## src/shared/rtc_pin_pkg.sv

```systemverilog
/*
 * Constants for the real-time clock output pin selector: register offsets,
 * control field positions, source select codes, status bits and reset values.
 * Assumes a 32-bit classic Wishbone register bus with byte addresses.
 */
package rtc_pin_pkg;

    // register byte offsets
    localparam logic [7:0] CTRL_OFS   = 8'h00;
    localparam logic [7:0] STATUS_OFS = 8'h04;
    localparam logic [7:0] MASK_OFS   = 8'h08;
    localparam logic [7:0] PINS_OFS   = 8'h0C;

    // control register fields
    localparam int SEC_SEL_LSB   = 0;
    localparam int SEC_SEL_W     = 3;
    localparam int SEC_LEVEL_BIT = 3;
    localparam int PRI_LEVEL_BIT = 4;
    localparam int CLK_SEL_BIT   = 5;
    localparam int SQW_EN_BIT    = 6;
    localparam int PWR_EN_BIT    = 7;
    localparam int RST_POL_BIT   = 8;
    localparam int EXT_RST_BIT   = 9;
    localparam int CTRL_W        = 10;

    // secondary pin source select codes
    localparam logic [2:0] SEC_SEL_STATIC  = 3'h0;
    localparam logic [2:0] SEC_SEL_SQW     = 3'h1;
    localparam logic [2:0] SEC_SEL_IRQ_N   = 3'h2;
    localparam logic [2:0] SEC_SEL_ALARM_N = 3'h3;
    localparam logic [2:0] SEC_SEL_TIMER   = 3'h4;
    localparam logic [2:0] SEC_SEL_TIMER_N = 3'h5;
    localparam logic [2:0] SEC_SEL_PSW     = 3'h6;

    // status and mask bits
    localparam int EV_IRQ_BIT   = 0;
    localparam int EV_ALARM_BIT = 1;
    localparam int EV_TIMER_BIT = 2;
    localparam int EV_EXT_BIT   = 3;
    localparam int EV_W         = 4;

    // pin readback width
    localparam int PINS_W = 5;

    // reset values
    localparam logic [CTRL_W-1:0] CTRL_RST = 10'h000;
    localparam logic [EV_W-1:0]   MASK_RST = 4'h0;

endpackage : rtc_pin_pkg

```

## src/hw/rtc_output_pin_select.sv

```systemverilog
/*
 * Output pin selector of a real-time clock: routes static levels, square
 * wave, interrupts and power switch control onto the secondary interrupt,
 * timer interrupt, clock output and reset output pins; sets reset polarity.
 * Assumes all source signals are on clk; only the external reset input is
 * a raw pin. Open-drain pins leave the wire level to the pad or bench.
 */
`timescale 1ns/1ps

// Notes on behaviour
// RULE1: static level choice puts the secondary static level bit on the secondary pin.
// RULE2: square wave choice drives square wave on secondary pin when its enable is set.
// RULE3: combined interrupt choice drives its inverse, low while any interrupt pends.
// RULE4: alarm choice drives the inverse of the alarm interrupt on the secondary pin.
// RULE5: timer interrupt may reach the secondary pin true or inverted, per select code.
// RULE6: secondary pin may act as the power switch control output for sleep logic.
// RULE7: with power switch enable set, the secondary pin is a low-impedance switch.
// RULE8: timer interrupt pin always shows the active-low timer interrupt.
// RULE9: static level choice puts the primary static level bit on the clock pin.
// RULE10: clock pin carries square wave when chosen and enabled; it drives both levels.
// RULE11: secondary, timer and reset pins only pull low or release, never drive high.
// RULE12: reset polarity bit sets the active level of the reset output pin.
// RULE13: reset polarity clears to zero at reset, so reset output starts active low.
// RULE14: external reset low with its enable set asserts the reset output.
// RULE15: select fields are registered; a change takes effect the cycle after writing.
module rtc_output_pin_select (
    // clock and reset
    input  wire logic        clk,
    input  wire logic        rst_b,
    // wishbone slave
    input  wire logic        wb_cyc_i,
    input  wire logic        wb_stb_i,
    input  wire logic        wb_we_i,
    input  wire logic [7:0]  wb_adr_i,
    input  wire logic [3:0]  wb_sel_i,
    input  wire logic [31:0] wb_dat_i,
    output logic      [31:0] wb_dat_o,
    output logic             wb_ack_o,
    // internal sources
    input  wire logic        square_wave,
    input  wire logic        combined_irq,
    input  wire logic        alarm_interrupt,
    input  wire logic        timer_interrupt,
    input  wire logic        power_switch_ctrl,
    input  wire logic        reset_request,
    // external reset pin, active low
    input  wire logic        external_reset_input_b,
    // secondary interrupt pin
    output logic             secondary_irq_pin_o,
    output logic             secondary_irq_pin_oe,
    output logic             secondary_pin_switch_mode,
    // timer interrupt pin
    output logic             timer_irq_pin_low_o,
    output logic             timer_irq_pin_low_oe,
    // clock output pin, push-pull
    output logic             clock_output_pin,
    // reset output pin
    output logic             reset_output_pin_o,
    output logic             reset_output_pin_oe,
    // interrupt
    output logic             irq
);

    logic [rtc_pin_pkg::CTRL_W-1:0] ctrl_q;
    logic [rtc_pin_pkg::EV_W-1:0]   status_q;
    logic [rtc_pin_pkg::EV_W-1:0]   mask_q;
    logic [rtc_pin_pkg::EV_W-1:0]   ev_prev_q;
    logic [rtc_pin_pkg::EV_W-1:0]   ev_now;
    logic [rtc_pin_pkg::EV_W-1:0]   ev_set;
    logic [rtc_pin_pkg::EV_W-1:0]   ev_clr;
    logic [2:0]                     sec_sel;
    logic                           sec_static;
    logic                           pri_static;
    logic                           clk_sel;
    logic                           sqw_en;
    logic                           pwr_en;
    logic                           rst_pol;
    logic                           ext_rst_en;
    logic                           ext_meta_q;
    logic                           ext_low_q;
    logic                           req;
    logic                           wr_en;
    logic                           sec_level_d;
    logic                           clk_level_d;
    logic                           rst_assert_d;
    logic                           rst_level_d;
    logic [31:0]                    rd_d;

    assign sec_sel    = ctrl_q[rtc_pin_pkg::SEC_SEL_LSB +: rtc_pin_pkg::SEC_SEL_W];
    assign sec_static = ctrl_q[rtc_pin_pkg::SEC_LEVEL_BIT];
    assign pri_static = ctrl_q[rtc_pin_pkg::PRI_LEVEL_BIT];
    assign clk_sel    = ctrl_q[rtc_pin_pkg::CLK_SEL_BIT];
    assign sqw_en     = ctrl_q[rtc_pin_pkg::SQW_EN_BIT];
    assign pwr_en     = ctrl_q[rtc_pin_pkg::PWR_EN_BIT];
    assign rst_pol    = ctrl_q[rtc_pin_pkg::RST_POL_BIT];
    assign ext_rst_en = ctrl_q[rtc_pin_pkg::EXT_RST_BIT];

    // external reset pin synchroniser
    always_ff @(posedge clk) begin
        if (!rst_b) begin
            ext_meta_q <= 1'b0;
            ext_low_q  <= 1'b0;
        end else begin
            ext_meta_q <= ~external_reset_input_b;
            ext_low_q  <= ext_meta_q;
        end
    end

    // bus handshake: ack follows the request by one edge, write lands on the ack edge
    assign req   = wb_cyc_i & wb_stb_i;
    assign wr_en = req & wb_we_i & wb_ack_o;

    always_ff @(posedge clk) begin
        if (!rst_b) begin
            wb_ack_o <= 1'b0;
        end else begin
            wb_ack_o <= req & ~wb_ack_o;
        end
    end

    // control register, bytes 0 and 1
    always_ff @(posedge clk) begin
        if (!rst_b) begin
            ctrl_q <= rtc_pin_pkg::CTRL_RST; // [RULE13]
        end else if (wr_en && wb_adr_i == rtc_pin_pkg::CTRL_OFS) begin
            if (wb_sel_i[0]) begin
                ctrl_q[7:0] <= wb_dat_i[7:0]; // [RULE15]
            end
            if (wb_sel_i[1]) begin
                ctrl_q[9:8] <= wb_dat_i[9:8];
            end
        end
    end

    always_ff @(posedge clk) begin
        if (!rst_b) begin
            mask_q <= rtc_pin_pkg::MASK_RST;
        end else if (wr_en && wb_sel_i[0] && wb_adr_i == rtc_pin_pkg::MASK_OFS) begin
            mask_q <= wb_dat_i[rtc_pin_pkg::EV_W-1:0];
        end
    end

    // events: rising edges of the sources; a set in the clear cycle wins
    assign ev_now = {ext_low_q & ext_rst_en, timer_interrupt, alarm_interrupt, combined_irq};
    assign ev_set = ev_now & ~ev_prev_q;
    assign ev_clr = (wr_en && wb_sel_i[0] && wb_adr_i == rtc_pin_pkg::STATUS_OFS)
                  ? wb_dat_i[rtc_pin_pkg::EV_W-1:0] : '0;

    always_ff @(posedge clk) begin
        if (!rst_b) begin
            ev_prev_q <= '0;
            status_q  <= '0;
        end else begin
            ev_prev_q <= ev_now;
            status_q  <= (status_q & ~ev_clr) | ev_set;
        end
    end

    always_ff @(posedge clk) begin
        if (!rst_b) begin
            irq <= 1'b0;
        end else begin
            irq <= |(status_q & mask_q);
        end
    end

    // read mux; unmapped offsets read zero
    always_comb begin
        rd_d = 32'h0000_0000;
        unique case (wb_adr_i)
            rtc_pin_pkg::CTRL_OFS:   rd_d[rtc_pin_pkg::CTRL_W-1:0] = ctrl_q;
            rtc_pin_pkg::STATUS_OFS: rd_d[rtc_pin_pkg::EV_W-1:0]   = status_q;
            rtc_pin_pkg::MASK_OFS:   rd_d[rtc_pin_pkg::EV_W-1:0]   = mask_q;
            rtc_pin_pkg::PINS_OFS:   rd_d[rtc_pin_pkg::PINS_W-1:0] = {ext_low_q,
                                         ~reset_output_pin_oe, clock_output_pin,
                                         ~timer_irq_pin_low_oe, ~secondary_irq_pin_oe};
            default:                 rd_d = 32'h0000_0000;
        endcase
    end

    always_ff @(posedge clk) begin
        if (!rst_b) begin
            wb_dat_o <= 32'h0000_0000;
        end else if (req && !wb_ack_o) begin
            wb_dat_o <= rd_d;
        end
    end

    // secondary pin source mux; disabled square wave falls back to the static bit
    always_comb begin
        unique case (sec_sel)
            rtc_pin_pkg::SEC_SEL_STATIC:  sec_level_d = sec_static;                  // [RULE1]
            rtc_pin_pkg::SEC_SEL_SQW:     sec_level_d = sqw_en ? square_wave
                                                               : sec_static;        // [RULE2]
            rtc_pin_pkg::SEC_SEL_IRQ_N:   sec_level_d = ~combined_irq;               // [RULE3]
            rtc_pin_pkg::SEC_SEL_ALARM_N: sec_level_d = ~alarm_interrupt;            // [RULE4]
            rtc_pin_pkg::SEC_SEL_TIMER:   sec_level_d = timer_interrupt;             // [RULE5]
            rtc_pin_pkg::SEC_SEL_TIMER_N: sec_level_d = ~timer_interrupt;            // [RULE5]
            rtc_pin_pkg::SEC_SEL_PSW:     sec_level_d = ~power_switch_ctrl;          // [RULE6]
            default:                      sec_level_d = sec_static;
        endcase
    end

    always_comb begin
        clk_level_d = (clk_sel && sqw_en) ? square_wave : pri_static; // [RULE9] [RULE10]
    end

    // reset output: asserted from the request or the enabled external pin
    always_comb begin
        rst_assert_d = reset_request | (ext_low_q & ext_rst_en);     // [RULE14]
        rst_level_d  = rst_assert_d ? rst_pol : ~rst_pol;            // [RULE12]
    end

    // open-drain pins hold their data at zero and only toggle the enable
    always_ff @(posedge clk) begin
        if (!rst_b) begin
            secondary_irq_pin_o       <= 1'b0;
            secondary_irq_pin_oe      <= 1'b0;
            secondary_pin_switch_mode <= 1'b0;
        end else begin
            secondary_irq_pin_o       <= 1'b0;                       // [RULE11]
            secondary_irq_pin_oe      <= ~sec_level_d;               // [RULE15]
            secondary_pin_switch_mode <= pwr_en;                     // [RULE7]
        end
    end

    always_ff @(posedge clk) begin
        if (!rst_b) begin
            timer_irq_pin_low_o  <= 1'b0;
            timer_irq_pin_low_oe <= 1'b0;
        end else begin
            timer_irq_pin_low_o  <= 1'b0;                            // [RULE11]
            timer_irq_pin_low_oe <= timer_interrupt;                 // [RULE8]
        end
    end

    always_ff @(posedge clk) begin
        if (!rst_b) begin
            clock_output_pin <= 1'b0;
        end else begin
            clock_output_pin <= clk_level_d;                         // [RULE10]
        end
    end

    // released during reset; polarity is not known to the pad until set
    always_ff @(posedge clk) begin
        if (!rst_b) begin
            reset_output_pin_o  <= 1'b0;
            reset_output_pin_oe <= 1'b0;
        end else begin
            reset_output_pin_o  <= 1'b0;                             // [RULE11]
            reset_output_pin_oe <= ~rst_level_d;                     // [RULE12]
        end
    end

    property p_sec_static;
        @(posedge clk) disable iff (!rst_b)
        (rst_b && sec_sel == rtc_pin_pkg::SEC_SEL_STATIC)
            |=> secondary_irq_pin_oe == !$past(sec_static);
    endproperty
    a_sec_static: assert property (p_sec_static) // [RULE1]
        else $error("secondary pin does not follow static level bit");

    property p_sec_sqw;
        @(posedge clk) disable iff (!rst_b)
        (sec_sel == rtc_pin_pkg::SEC_SEL_SQW && sqw_en)
            |=> secondary_irq_pin_oe == !$past(square_wave);
    endproperty
    a_sec_sqw: assert property (p_sec_sqw) // [RULE2]
        else $error("secondary pin does not carry square wave");

    property p_sec_irq;
        @(posedge clk) disable iff (!rst_b)
        (sec_sel == rtc_pin_pkg::SEC_SEL_IRQ_N && combined_irq) |=> secondary_irq_pin_oe;
    endproperty
    a_sec_irq: assert property (p_sec_irq) // [RULE3]
        else $error("secondary pin not low while combined interrupt pends");

    property p_sec_alarm;
        @(posedge clk) disable iff (!rst_b)
        sec_sel == rtc_pin_pkg::SEC_SEL_ALARM_N
            |=> secondary_irq_pin_oe == $past(alarm_interrupt);
    endproperty
    a_sec_alarm: assert property (p_sec_alarm) // [RULE4]
        else $error("secondary pin not the inverse of alarm interrupt");

    property p_sec_timer;
        @(posedge clk) disable iff (!rst_b)
        (sec_sel == rtc_pin_pkg::SEC_SEL_TIMER || sec_sel == rtc_pin_pkg::SEC_SEL_TIMER_N)
            |=> secondary_irq_pin_oe
                == ($past(timer_interrupt) ^ ($past(sec_sel) == rtc_pin_pkg::SEC_SEL_TIMER));
    endproperty
    a_sec_timer: assert property (p_sec_timer) // [RULE5]
        else $error("secondary pin has wrong timer interrupt sense");

    property p_sec_psw;
        @(posedge clk) disable iff (!rst_b)
        sec_sel == rtc_pin_pkg::SEC_SEL_PSW |=> secondary_irq_pin_oe == $past(power_switch_ctrl);
    endproperty
    a_sec_psw: assert property (p_sec_psw) // [RULE6]
        else $error("secondary pin does not follow power switch control");

    property p_switch_mode;
        @(posedge clk) disable iff (!rst_b)
        1'b1 |=> secondary_pin_switch_mode == $past(pwr_en);
    endproperty
    a_switch_mode: assert property (p_switch_mode) // [RULE7]
        else $error("switch mode does not follow power switch enable");

    property p_timer_pin;
        @(posedge clk) disable iff (!rst_b)
        timer_interrupt |=> timer_irq_pin_low_oe;
    endproperty
    a_timer_pin: assert property (p_timer_pin) // [RULE8]
        else $error("timer pin not pulled low on timer interrupt");

    property p_clk_static;
        @(posedge clk) disable iff (!rst_b)
        !clk_sel |=> clock_output_pin == $past(pri_static);
    endproperty
    a_clk_static: assert property (p_clk_static) // [RULE9]
        else $error("clock pin does not follow primary static level");

    property p_clk_sqw;
        @(posedge clk) disable iff (!rst_b)
        (clk_sel && sqw_en) |=> clock_output_pin == $past(square_wave);
    endproperty
    a_clk_sqw: assert property (p_clk_sqw) // [RULE10]
        else $error("clock pin does not carry square wave");

    property p_open_drain;
        @(posedge clk) disable iff (!rst_b)
        !secondary_irq_pin_o && !timer_irq_pin_low_o && !reset_output_pin_o;
    endproperty
    a_open_drain: assert property (p_open_drain) // [RULE11]
        else $error("open-drain pin driven high");

    property p_rst_pol;
        @(posedge clk) disable iff (!rst_b)
        reset_request |=> reset_output_pin_oe == !$past(rst_pol);
    endproperty
    a_rst_pol: assert property (p_rst_pol) // [RULE12]
        else $error("reset output asserted at wrong level");

    property p_pol_reset;
        @(posedge clk) disable iff (!rst_b)
        !$past(rst_b) |-> !rst_pol;
    endproperty
    a_pol_reset: assert property (p_pol_reset) // [RULE13]
        else $error("reset polarity not cleared by reset");

    property p_ext_rst;
        @(posedge clk) disable iff (!rst_b)
        (!external_reset_input_b && ext_rst_en && !rst_pol) [*3] |=> reset_output_pin_oe;
    endproperty
    a_ext_rst: assert property (p_ext_rst) // [RULE14]
        else $error("external reset does not assert reset output");

    property p_sel_write;
        @(posedge clk) disable iff (!rst_b)
        (wr_en && wb_sel_i[0] && wb_adr_i == rtc_pin_pkg::CTRL_OFS)
            |=> sec_sel == $past(wb_dat_i[2:0]);
    endproperty
    a_sel_write: assert property (p_sel_write) // [RULE15]
        else $error("select field not updated by write");

endmodule : rtc_output_pin_select

```

## config.mk

```make
export PLATFORM = sky130hd
export DESIGN_NAME = rtc_output_pin_select
export DESIGN_NICKNAME = d
export VERILOG_FILES = /design/src/shared/rtc_pin_pkg.sv /design/src/hw/rtc_output_pin_select.sv
export SDC_FILE = /design/constraint.sdc
export NUM_CORES = 1
export LEC_CHECK = 0
export BUFFER_PORTS_ARGS = -buffer_cell sky130_fd_sc_hd__clkbuf_2
export CAP_MARGIN = 15
export CORE_ASPECT_RATIO = 0.7
export CORE_MARGIN = 2
export CORE_UTILIZATION = 40
export CTS_BUF_LIST = sky130_fd_sc_hd__clkbuf_4
export CTS_CLUSTER_SIZE = 40
export DETAILED_ROUTE_END_ITERATION = 6
export HOLD_SLACK_MARGIN = 0.06
export PLACE_DENSITY_LB_ADDON = 0.05
export SLEW_MARGIN = 20
export SYNTH_ARGS = -nofsm -noshare
export SYNTH_HDL_FRONTEND = slang
export SYNTH_SLANG_ARGS = --single-unit
export TNS_END_PERCENT = 50
```

## constraint.sdc

```tcl
create_clock -name clk -period 2.7 [get_ports clk]
set_input_delay 0.81 -clock clk [delete_from_list [all_inputs] [get_ports clk]]
set_output_delay 0.81 -clock clk [all_outputs]
set_load 0.005 [all_outputs]
```

Word-level counts from Yosys, hierarchy flattened
Cells that the tools add are included.
- equal/unequal tests: 9
- multiplexer cells: 8
- bitwise gates (word level): 24
- reduce and logical (&&, ||, !) cells: 11
- operators by type and width (cell ; count):
    $eq 8x4->1 const B ; 2
    $pmux 4 s4 ; 1
    $and 4x4->4 ; 3
    $not 1->1 ; 12
    $eq 3x3->1 const B ; 3
    $eq 8x3->1 const B ; 1
    $logic_not 8->1 ; 1
    $not 4->4 ; 2
    $eq 3x2->1 const B ; 2
    $logic_and 1x1->1 ; 6
    $pmux 1 s6 ; 1
    $and 1x1->1 ; 5
    $mux 5 ; 1
    $mux 4 ; 1
    $or 4x4->4 ; 1
    $reduce_and 2->1 ; 2
    $reduce_or 4->1 ; 1
    $eq 3x1->1 const B ; 1
    $mux 1 ; 3
    $pmux 1 s2 ; 1
    $logic_not 1->1 ; 1
    $or 1x1->1 ; 1
- register bits: 41
- input bits: 56
- output and inout port bits: 42
- word-level logic and storage cells: 67

Logic depth before layout (Yosys ltp)
Gate-level depths: netlist (run 1).
- depth after elaboration: 9
- gate-level depth with buffers: 6
- mapped depth without buffers: 4

Worst setup path after synthesis (run 1)
Ideal clock, no wire load.
- kind: input to register
- start point: input wb_adr_i[1]
- end point: register mask_q[0] (netlist name)
- setup time: 72 ps
- data arrival time: 1958 ps
- data required time: 2628 ps
- setup slack: 670 ps
- stages on the path: 5
- path buffers: 1
- cell sequence: nor4_4 nor3b_4 nor4bb_1 buf_4 mux2i_1
- cells in the longest elaborated chain, start to end: 2
- ends and longest elaborated chain (what ; line ; source):
    start: declaration ; rtc_output_pin_select.sv:34 ; input wire logic [7:0] wb_adr_i,
    $eq 8x4->1 ; rtc_output_pin_select.sv:138 ; end else if (wr_en && wb_sel_i[0] && wb_adr_i == rtc_pin_pkg::MASK_OFS) begin
    $logic_and 1x1->1 ; rtc_output_pin_select.sv:138 ;
    end signal: assignment ; rtc_output_pin_select.sv:137 ; mask_q <= rtc_pin_pkg::MASK_RST;
    end signal: assignment ; rtc_output_pin_select.sv:139 ; mask_q <= wb_dat_i[rtc_pin_pkg::EV_W-1:0];
    end: declaration ; rtc_output_pin_select.sv:66 ; logic [rtc_pin_pkg::EV_W-1:0] mask_q;
No other way between the ends.
A chain may end at the register's enable or synchronous reset.

Final worst setup path (run 1)
- start point: input wb_adr_i[1]
- end point: register mask_q[1] (netlist name)
Same word-level chain as after synthesis.

==> results.md, run 1 <==
- Status: complete, no violations
- Vias in the first global route: 1308
- Row count: 21
- Crit-path cells: clkbuf_2 > nor4_4 > nor3b_4 > nor4bb_1 > buf_4 > mux2i_1
- Yosys warns: 0
- Worst EP required: 2980 ps
- Worst Hold Depth: 1
- Hold EP: ext_low_q
- Hold_sp: ext_meta_q
- Final Skew: 16.21 ps
- CP arrival: 2230 ps
- Largest cells by area after synthesis: dfxtp_1, buf_4, nand2_1
- Syn_area_per_cell: 8.936 µm²
- HPWL after DPL: 3119 µm
- Commonest cells in the netlist: dfxtp_1, nand2_1, buf_4, nand3_1, o21ai_0
- DR vias: 1549
- Max VDD drop: 174.5 µV
- Post-cts resize count: 0
- R2r startpoint: wb_ack_o
- Routed length on met1: 2273 µm
- Period utilisation layout: 72.25%
- Dominant synthesized flop cell: dfxtp_1
- N_diodes: 0
- Fmax: 512.6 MHz
- Initial antenna violation count: 0
- Pin count of the biggest net entering global routing: 29
- RePlAce Congestion: 0.7162
- Max H-tree Level: 2
- Layout area overhead: 13.04%
- GRT Util Overall: 15.88%
- CTS clk-pin slew, worst paths: 130 ps
- PortBufs: 48
- Max Slew Vio Count: 0
- Clock sinks: 40
- Iteration-0 DRC Markers: 45
- Mapped Area: 1957 µm²
- R2R depth: 5
- GR Overflow Total: 0
- Yosys top cell by area: dfxtp_1
- Clock Path Buffers: 2
- Most common cell in the synthesized netlist: dfxtp_1
- Ys async rst share: 0%
- Number of synthesized flops with an enable pin: 0
- HP Class: flip-flop to flip-flop
- Vias per cell: 4.624
- CTS tree: done
- Final Power: 1.098 mW
- Final setup viols: 0
- Flops & latches, synth: 40
- DR WL met3: 324 µm
- Synthesized instance count: 219
- Final setup TNS: 0 ps
- Register area share after synthesis: 40.92%
- First-pass GRT wire length: 6637 µm
- Die height: 62.52 µm
- CP startpoint kind: input pin
- I/O Pins: 98
- Initial Utilization: 41.15%
- Crit end category: flip-flop
- Final Hold Fails: 0
- DR top layer: met4
- Setup Buffers After CTS: 0
- CP max-delay cell: nor3b_4
- CTS buffer count: 5
- Root Driver: clkbuf_4
- Power per cell area: 496.4 nW/µm²
- Die ar.: 5477 µm²
- Worst slew margin relative to its limit: 65.96%
- Remaining antenna violation count: 0
- DR WL met2: 1452 µm
- DR pass1 iterations: 4
- Top-area cell type share of the netlist area: 40.92%
- Wire per inst: 12.24 µm
- Clock latency on the worst-skew pair: 350 ps
- Static leakage: 0.9165 nW
- Reg2reg setup slack: 1270 ps
- Residual DRC: 0
- RSZ-0062 raised after global routing: no
- Post-layout net count: 321
- R2R Path End: mask_q[1]
- Core area: 4756 µm²
- Hold buffer count at cts: 0
- Yosys cell types: 33
- Layout cells sized above 1: 26.32%
- Setup Crit Path Kind: input pin to flip-flop
- Final wirelength: 4101 µm
- Final min period: 1951 ps
- Worst-Margin Slew: 510.6 ps
- Die X: 87.60 µm
- Max FO, Critical Path: 7
- Largest stage delay on the critical path: 360 ps
- Max cap viols: 0
[per-layer routing]
metal | vias up | track usage [%]
li1 | 792 | -
met1 | 691 | 25.95
met2 | 59 | 18.75
met3 | 7 | 5.152
met4 | 0 | 5.192
met5 | - | 0
[worst max path at each step]
| stage | start | cells after the start | slack [ps] | end |
|---|---|---|---|---|
| floorplan | wb_adr_i[1] | 5 | 670 | mask_q[0] |
| global placement | wb_adr_i[1] | 6 | 400 | mask_q[1] |
| detailed placement | wb_adr_i[1] | 6 | 370 | mask_q[2] |
| CTS | wb_adr_i[1] | 6 | 750 | mask_q[1] |
| global route | wb_adr_i[1] | 6 | 620 | mask_q[1] |
| finish | wb_adr_i[1] | 6 | 750 | mask_q[1] |
[sequential cells by signal (all words and copies together) (netlist names), 4 cells and up]
name and count:
ctrl_q 10, wb_dat_o 10, ev_prev_q 4, mask_q 4, status_q 4
[area by class of cell]
type / count / area [µm²]
clock buffers: 5 / 37.54
clock inverters: 3 / 42.54
fillers: 481 / 2544
inverters: 4 / 15.01
multi-input cells: 162 / 959.7
flip-flops and latches: 40 / 800.8
well taps: 69 / 86.33
repair buffers: 52 / 270.3
[logic make-up after synthesis]
kind of cell | count (synthesis) | synth area share, %
and+or+nand+nor | 87 | 24.23
other | 1 | 0.1916
AOI/OAI and AO/OA | 40 | 12.34
xor gates and xnor gates | 1 | 0.4477
muxes | 9 | 7.225
buffers and inverters | 41 | 14.64
DFF | 40 | 40.92
[worst max-delay path, delay by kind of cell]
family / cells / cell delay, ps
and+or+nand+nor: 3 / 950
buffers and inverters: 2 / 300
muxes: 1 / 170
[layout by cell type, fill, tap and decap left out]
cell / Yosys / layout
o21ai_0: 15 / 15
nor3b_4: 1 / 1
dfxtp_1: 40 / 40
and3_1: 1 / 1
clkbuf_2: 0 / 48
clkinv_1: 0 / 1
and4bb_2: 1 / 1
nand2b_1: 1 / 1
and2_1: 8 / 8
a31oi_1: 1 / 1
inv_1: 4 / 4
a22oi_1: 2 / 2
xnor2_1: 1 / 1
mux4_2: 4 / 4
or2_2: 2 / 2
conb_1: 1 / 25
nor4bb_1: 1 / 1
nand3b_1: 2 / 2
nor2b_1: 7 / 7
mux2_2: 1 / 1
nand3_1: 21 / 21
a21boi_0: 12 / 12
clkbuf_4: 0 / 5
nor4_2: 1 / 1
buf_4: 26 / 4
a21oi_1: 8 / 8
nand4_1: 2 / 2
and4_1: 1 / 1
nor4_4: 1 / 1
bufinv_16: 0 / 1
clkinv_4: 0 / 1
mux2i_1: 4 / 4
nand2_1: 34 / 34
o31ai_1: 2 / 2
nor2_1: 3 / 3
[metrics by stage]
stage                     util, %  worst slack [ps]  instance area [µm²]  instances  hold slack, ps
after floorplan                 -             670.2                 2047        243           411.9
after global routing        46.51             615.4                 2212        335           496.0
after global placement      44.83             402.9                 2132        327           434.0
after CTS                   46.51             750.3                 2212        335           466.8
after detailed placement    44.83             372.0                 2132        327           434.9
final                       46.51             749.3                 2212        335           465.2
[report_power, final]
part           internal (mW)  switching (mW)  leakage (nW)
Combinational         0.0400          0.0526         0.549
Sequential             0.600         0.00653         0.325
Clock                  0.194           0.206        0.0428
Power figures use the tool's default switching activity.
==> run 2: changes to the inputs <==
ABC_AREA = 1   (was default)
clock period = 1.66 ns   (was 2.7 ns; I/O delays follow)
==> run 2 against run 1 <==
Critical path depth decreased by 5; clock power increased by 65%; flip-flop and latch count unchanged; area after synthesis decreased by 1.9%; via count increased by 10%; clock-buffer cell count unchanged; highest routed layer unchanged; register-to-register slack got worse by 970 ps; die area decreased by 1.8%.
==> results.md, run 2 <==
- Largest cells by area after synthesis: dfxtp_1, buf_4, nand2_1
- Largest delay share family, worst path: flip-flops
- Clock Path Buffers: 2
- Fin cells: 375
- Remaining antenna violation count: 0
- Worst Hold Depth: 2
- Final min period: 1360 ps
- Crit path buf inv count: 1
- Main combinational cell family by area after synthesis: simple AND/OR/NAND/NOR gates
- Adder-Cell Fraction of Synth Area: 0%
- First-pass GRT wire length: 6534 µm
- Mapped Area: 1919 µm²
- Post-Synth Simple-Gate Area: 24.84%
- Yosys cell types: 26
- Setup Buffers After CTS: 0
- Wire per inst: 11.53 µm
- Syn_area_per_cell: 7.354 µm²
- Vias in the first global route: 1400
- Row count: 21
- CP startpoint kind: flip-flop
- Post-cts resize count: 0
- Max VDD drop: 459.1 µV
- Final setup viols: 0
- Max FO, Critical Path: 2
- Register area share after synthesis: 41.72%
- Initial antenna violation count: 0
- Fill cells: 530
- Yosys top cell by area: dfxtp_1
- Dpl ws: -3.231 ps
- Xor-xnor portion of the synthesized cell area: 0%
- Most common cell in the synthesized netlist: nand2_1
- Power per cell area: 806.3 nW/µm²
- Commonest cells in the netlist: nand2_1, dfxtp_1, o21ai_0, nor2_1, buf_4
- Fmax: 735.5 MHz
- Hold buffer count at cts: 0
- Mux share of post-synthesis cell area: 0%
- Post-synthesis compound-gate area fraction: 15.45%
- N_diodes: 0
- Max cap viols: 0
- Layout cells sized above 1: 24.21%
- Most frequent cells in the layout: nand2_1, clkbuf_2, dfxtp_1
- Root Driver: clkbuf_4
- Worst EP required: 1160 ps
- Residual DRC: 0
- R2R depth: 7
- Pin count of the biggest net entering global routing: 18
- CP max-delay cell: dfxtp_1
- Vias per cell: 4.555
- Static leakage: 1.090 nW
- DR pass1 iterations: 4
- Final Power: 1.817 mW
- Largest registers: ctrl_q: 10 flops, wb_dat_o: 10 flops
- Status: complete, no violations
- Leading cell type in the layout, fill and taps excluded: nand2_1
- Die X: 86.80 µm
- Number of synthesized flops with an enable pin: 0
- RSZ-0062 raised after global routing: no
- Yosys warns: 0
- DR vias: 1708
- Top-area cell type share of the netlist area: 41.72%
- Dominant synthesized flop cell: dfxtp_1
- Final wirelength: 4322 µm
- Final Hold Fails: 0
- GRT Util Overall: 16.42%
- Die ar.: 5377 µm²
- Crit-path cells: clkbuf_2
- CTS clk-pin slew, worst paths: 130 ps
- Synthesized instance count: 261
- Period utilisation layout: 81.91%
- Flops & latches, synth: 40
- Post-layout net count: 373
- Largest stage delay on the critical path: 370 ps
- Max Slew Vio Count: 0
- Worst setup margin: 300.4 ps
- Crit end category: output pin
- Ys async rst share: 0%
- CTS tree: done
- Placed Cells: 367
- HPWL after DPL: 3292 µm
- CP arrival: 860 ps
- Iteration-0 DRC Markers: 87
- Final Skew: 18.61 ps
- GR Overflow Total: 0
- I/O Pins: 98
- Layout area overhead: 17.41%
- RePlAce Congestion: 0.7309
- Max H-tree Level: 2
- Clock latency on the worst-skew pair: 360 ps
- Core area: 4703 µm²
- Die height: 61.96 µm
- Clock sinks: 40
- PortBufs: 48
- Setup Crit Path Kind: flip-flop to output pin
- CTS buffer count: 5
- Levels on crit path: 1
- Initial Utilization: 40.81%
- HP Class: input pin to flip-flop
-- run 2: area by class of cell --
cell class | instances | area, µm² | share of cell area (%)
clock buffer | 5 | 37.54 | 1.666
clock inverter | 3 | 42.54 | 1.888
inverter | 25 | 93.84 | 4.164
multi-input combinational | 187 | 867.1 | 38.48
sequential | 40 | 800.8 | 35.54
tap | 57 | 71.32 | 3.165
timing repair buffer | 58 | 340.3 | 15.10
-- run 2: worst paths after layout --
kind                                              from                to  slack [ps]
worst max-delay path                  clock_output_pin  clock_output_pin         300
worst min-delay path            external_reset_input_b        ext_meta_q         270
worst max register to register                wb_ack_o         ctrl_q[2]         300
worst min register to register            ev_prev_q[1]       status_q[1]         430
-- run 2: cells by family after synthesis --
| group | count (synthesis) |
|---|---|
| other | 1 |
| AND/OR/NAND/NOR | 106 |
| buffers and inverters | 58 |
| flip-flops | 40 |
| AO/OA/AOI/OAI | 56 |
-- run 2: through the flow --
step	setup TNS [ps]	util (%)	hold WS, ps	instance area [µm²]
6_report	0	47.91	268.9	2253
5_1_grt	0	47.91	249.8	2253
4_1_cts	0	47.91	256.9	2253
3_5_place_dp	-3.231	46.21	399.0	2173
3_3_place_gp	-0.9615	46.21	398.2	2173
2_1_floorplan	0	-	390.5	2009
-- run 2: routing by layer --
layer	track usage (%)	routed length (µm)	part of all wire [%]	up-vias
met2	23.12	1652	38	59
met4	4.018	34	0.79	0
met1	24.27	2375	55	742
met5	0	0	0	-
li1	-	-	-	903
met3	5.152	259	6.0	4
-- run 2: power by group --
| part | switching [mW] | leakage [nW] | total (mW) | internal, mW |
|---|---|---|---|---|
| clock | 0.344 | 0.0428 | 0.658 | 0.315 |
| sequential | 0.0158 | 0.326 | 1.00 | 0.986 |
| combinational | 0.0917 | 0.721 | 0.157 | 0.0653 |
| total | 0.451 | 1.09 | 1.82 | 1.37 |
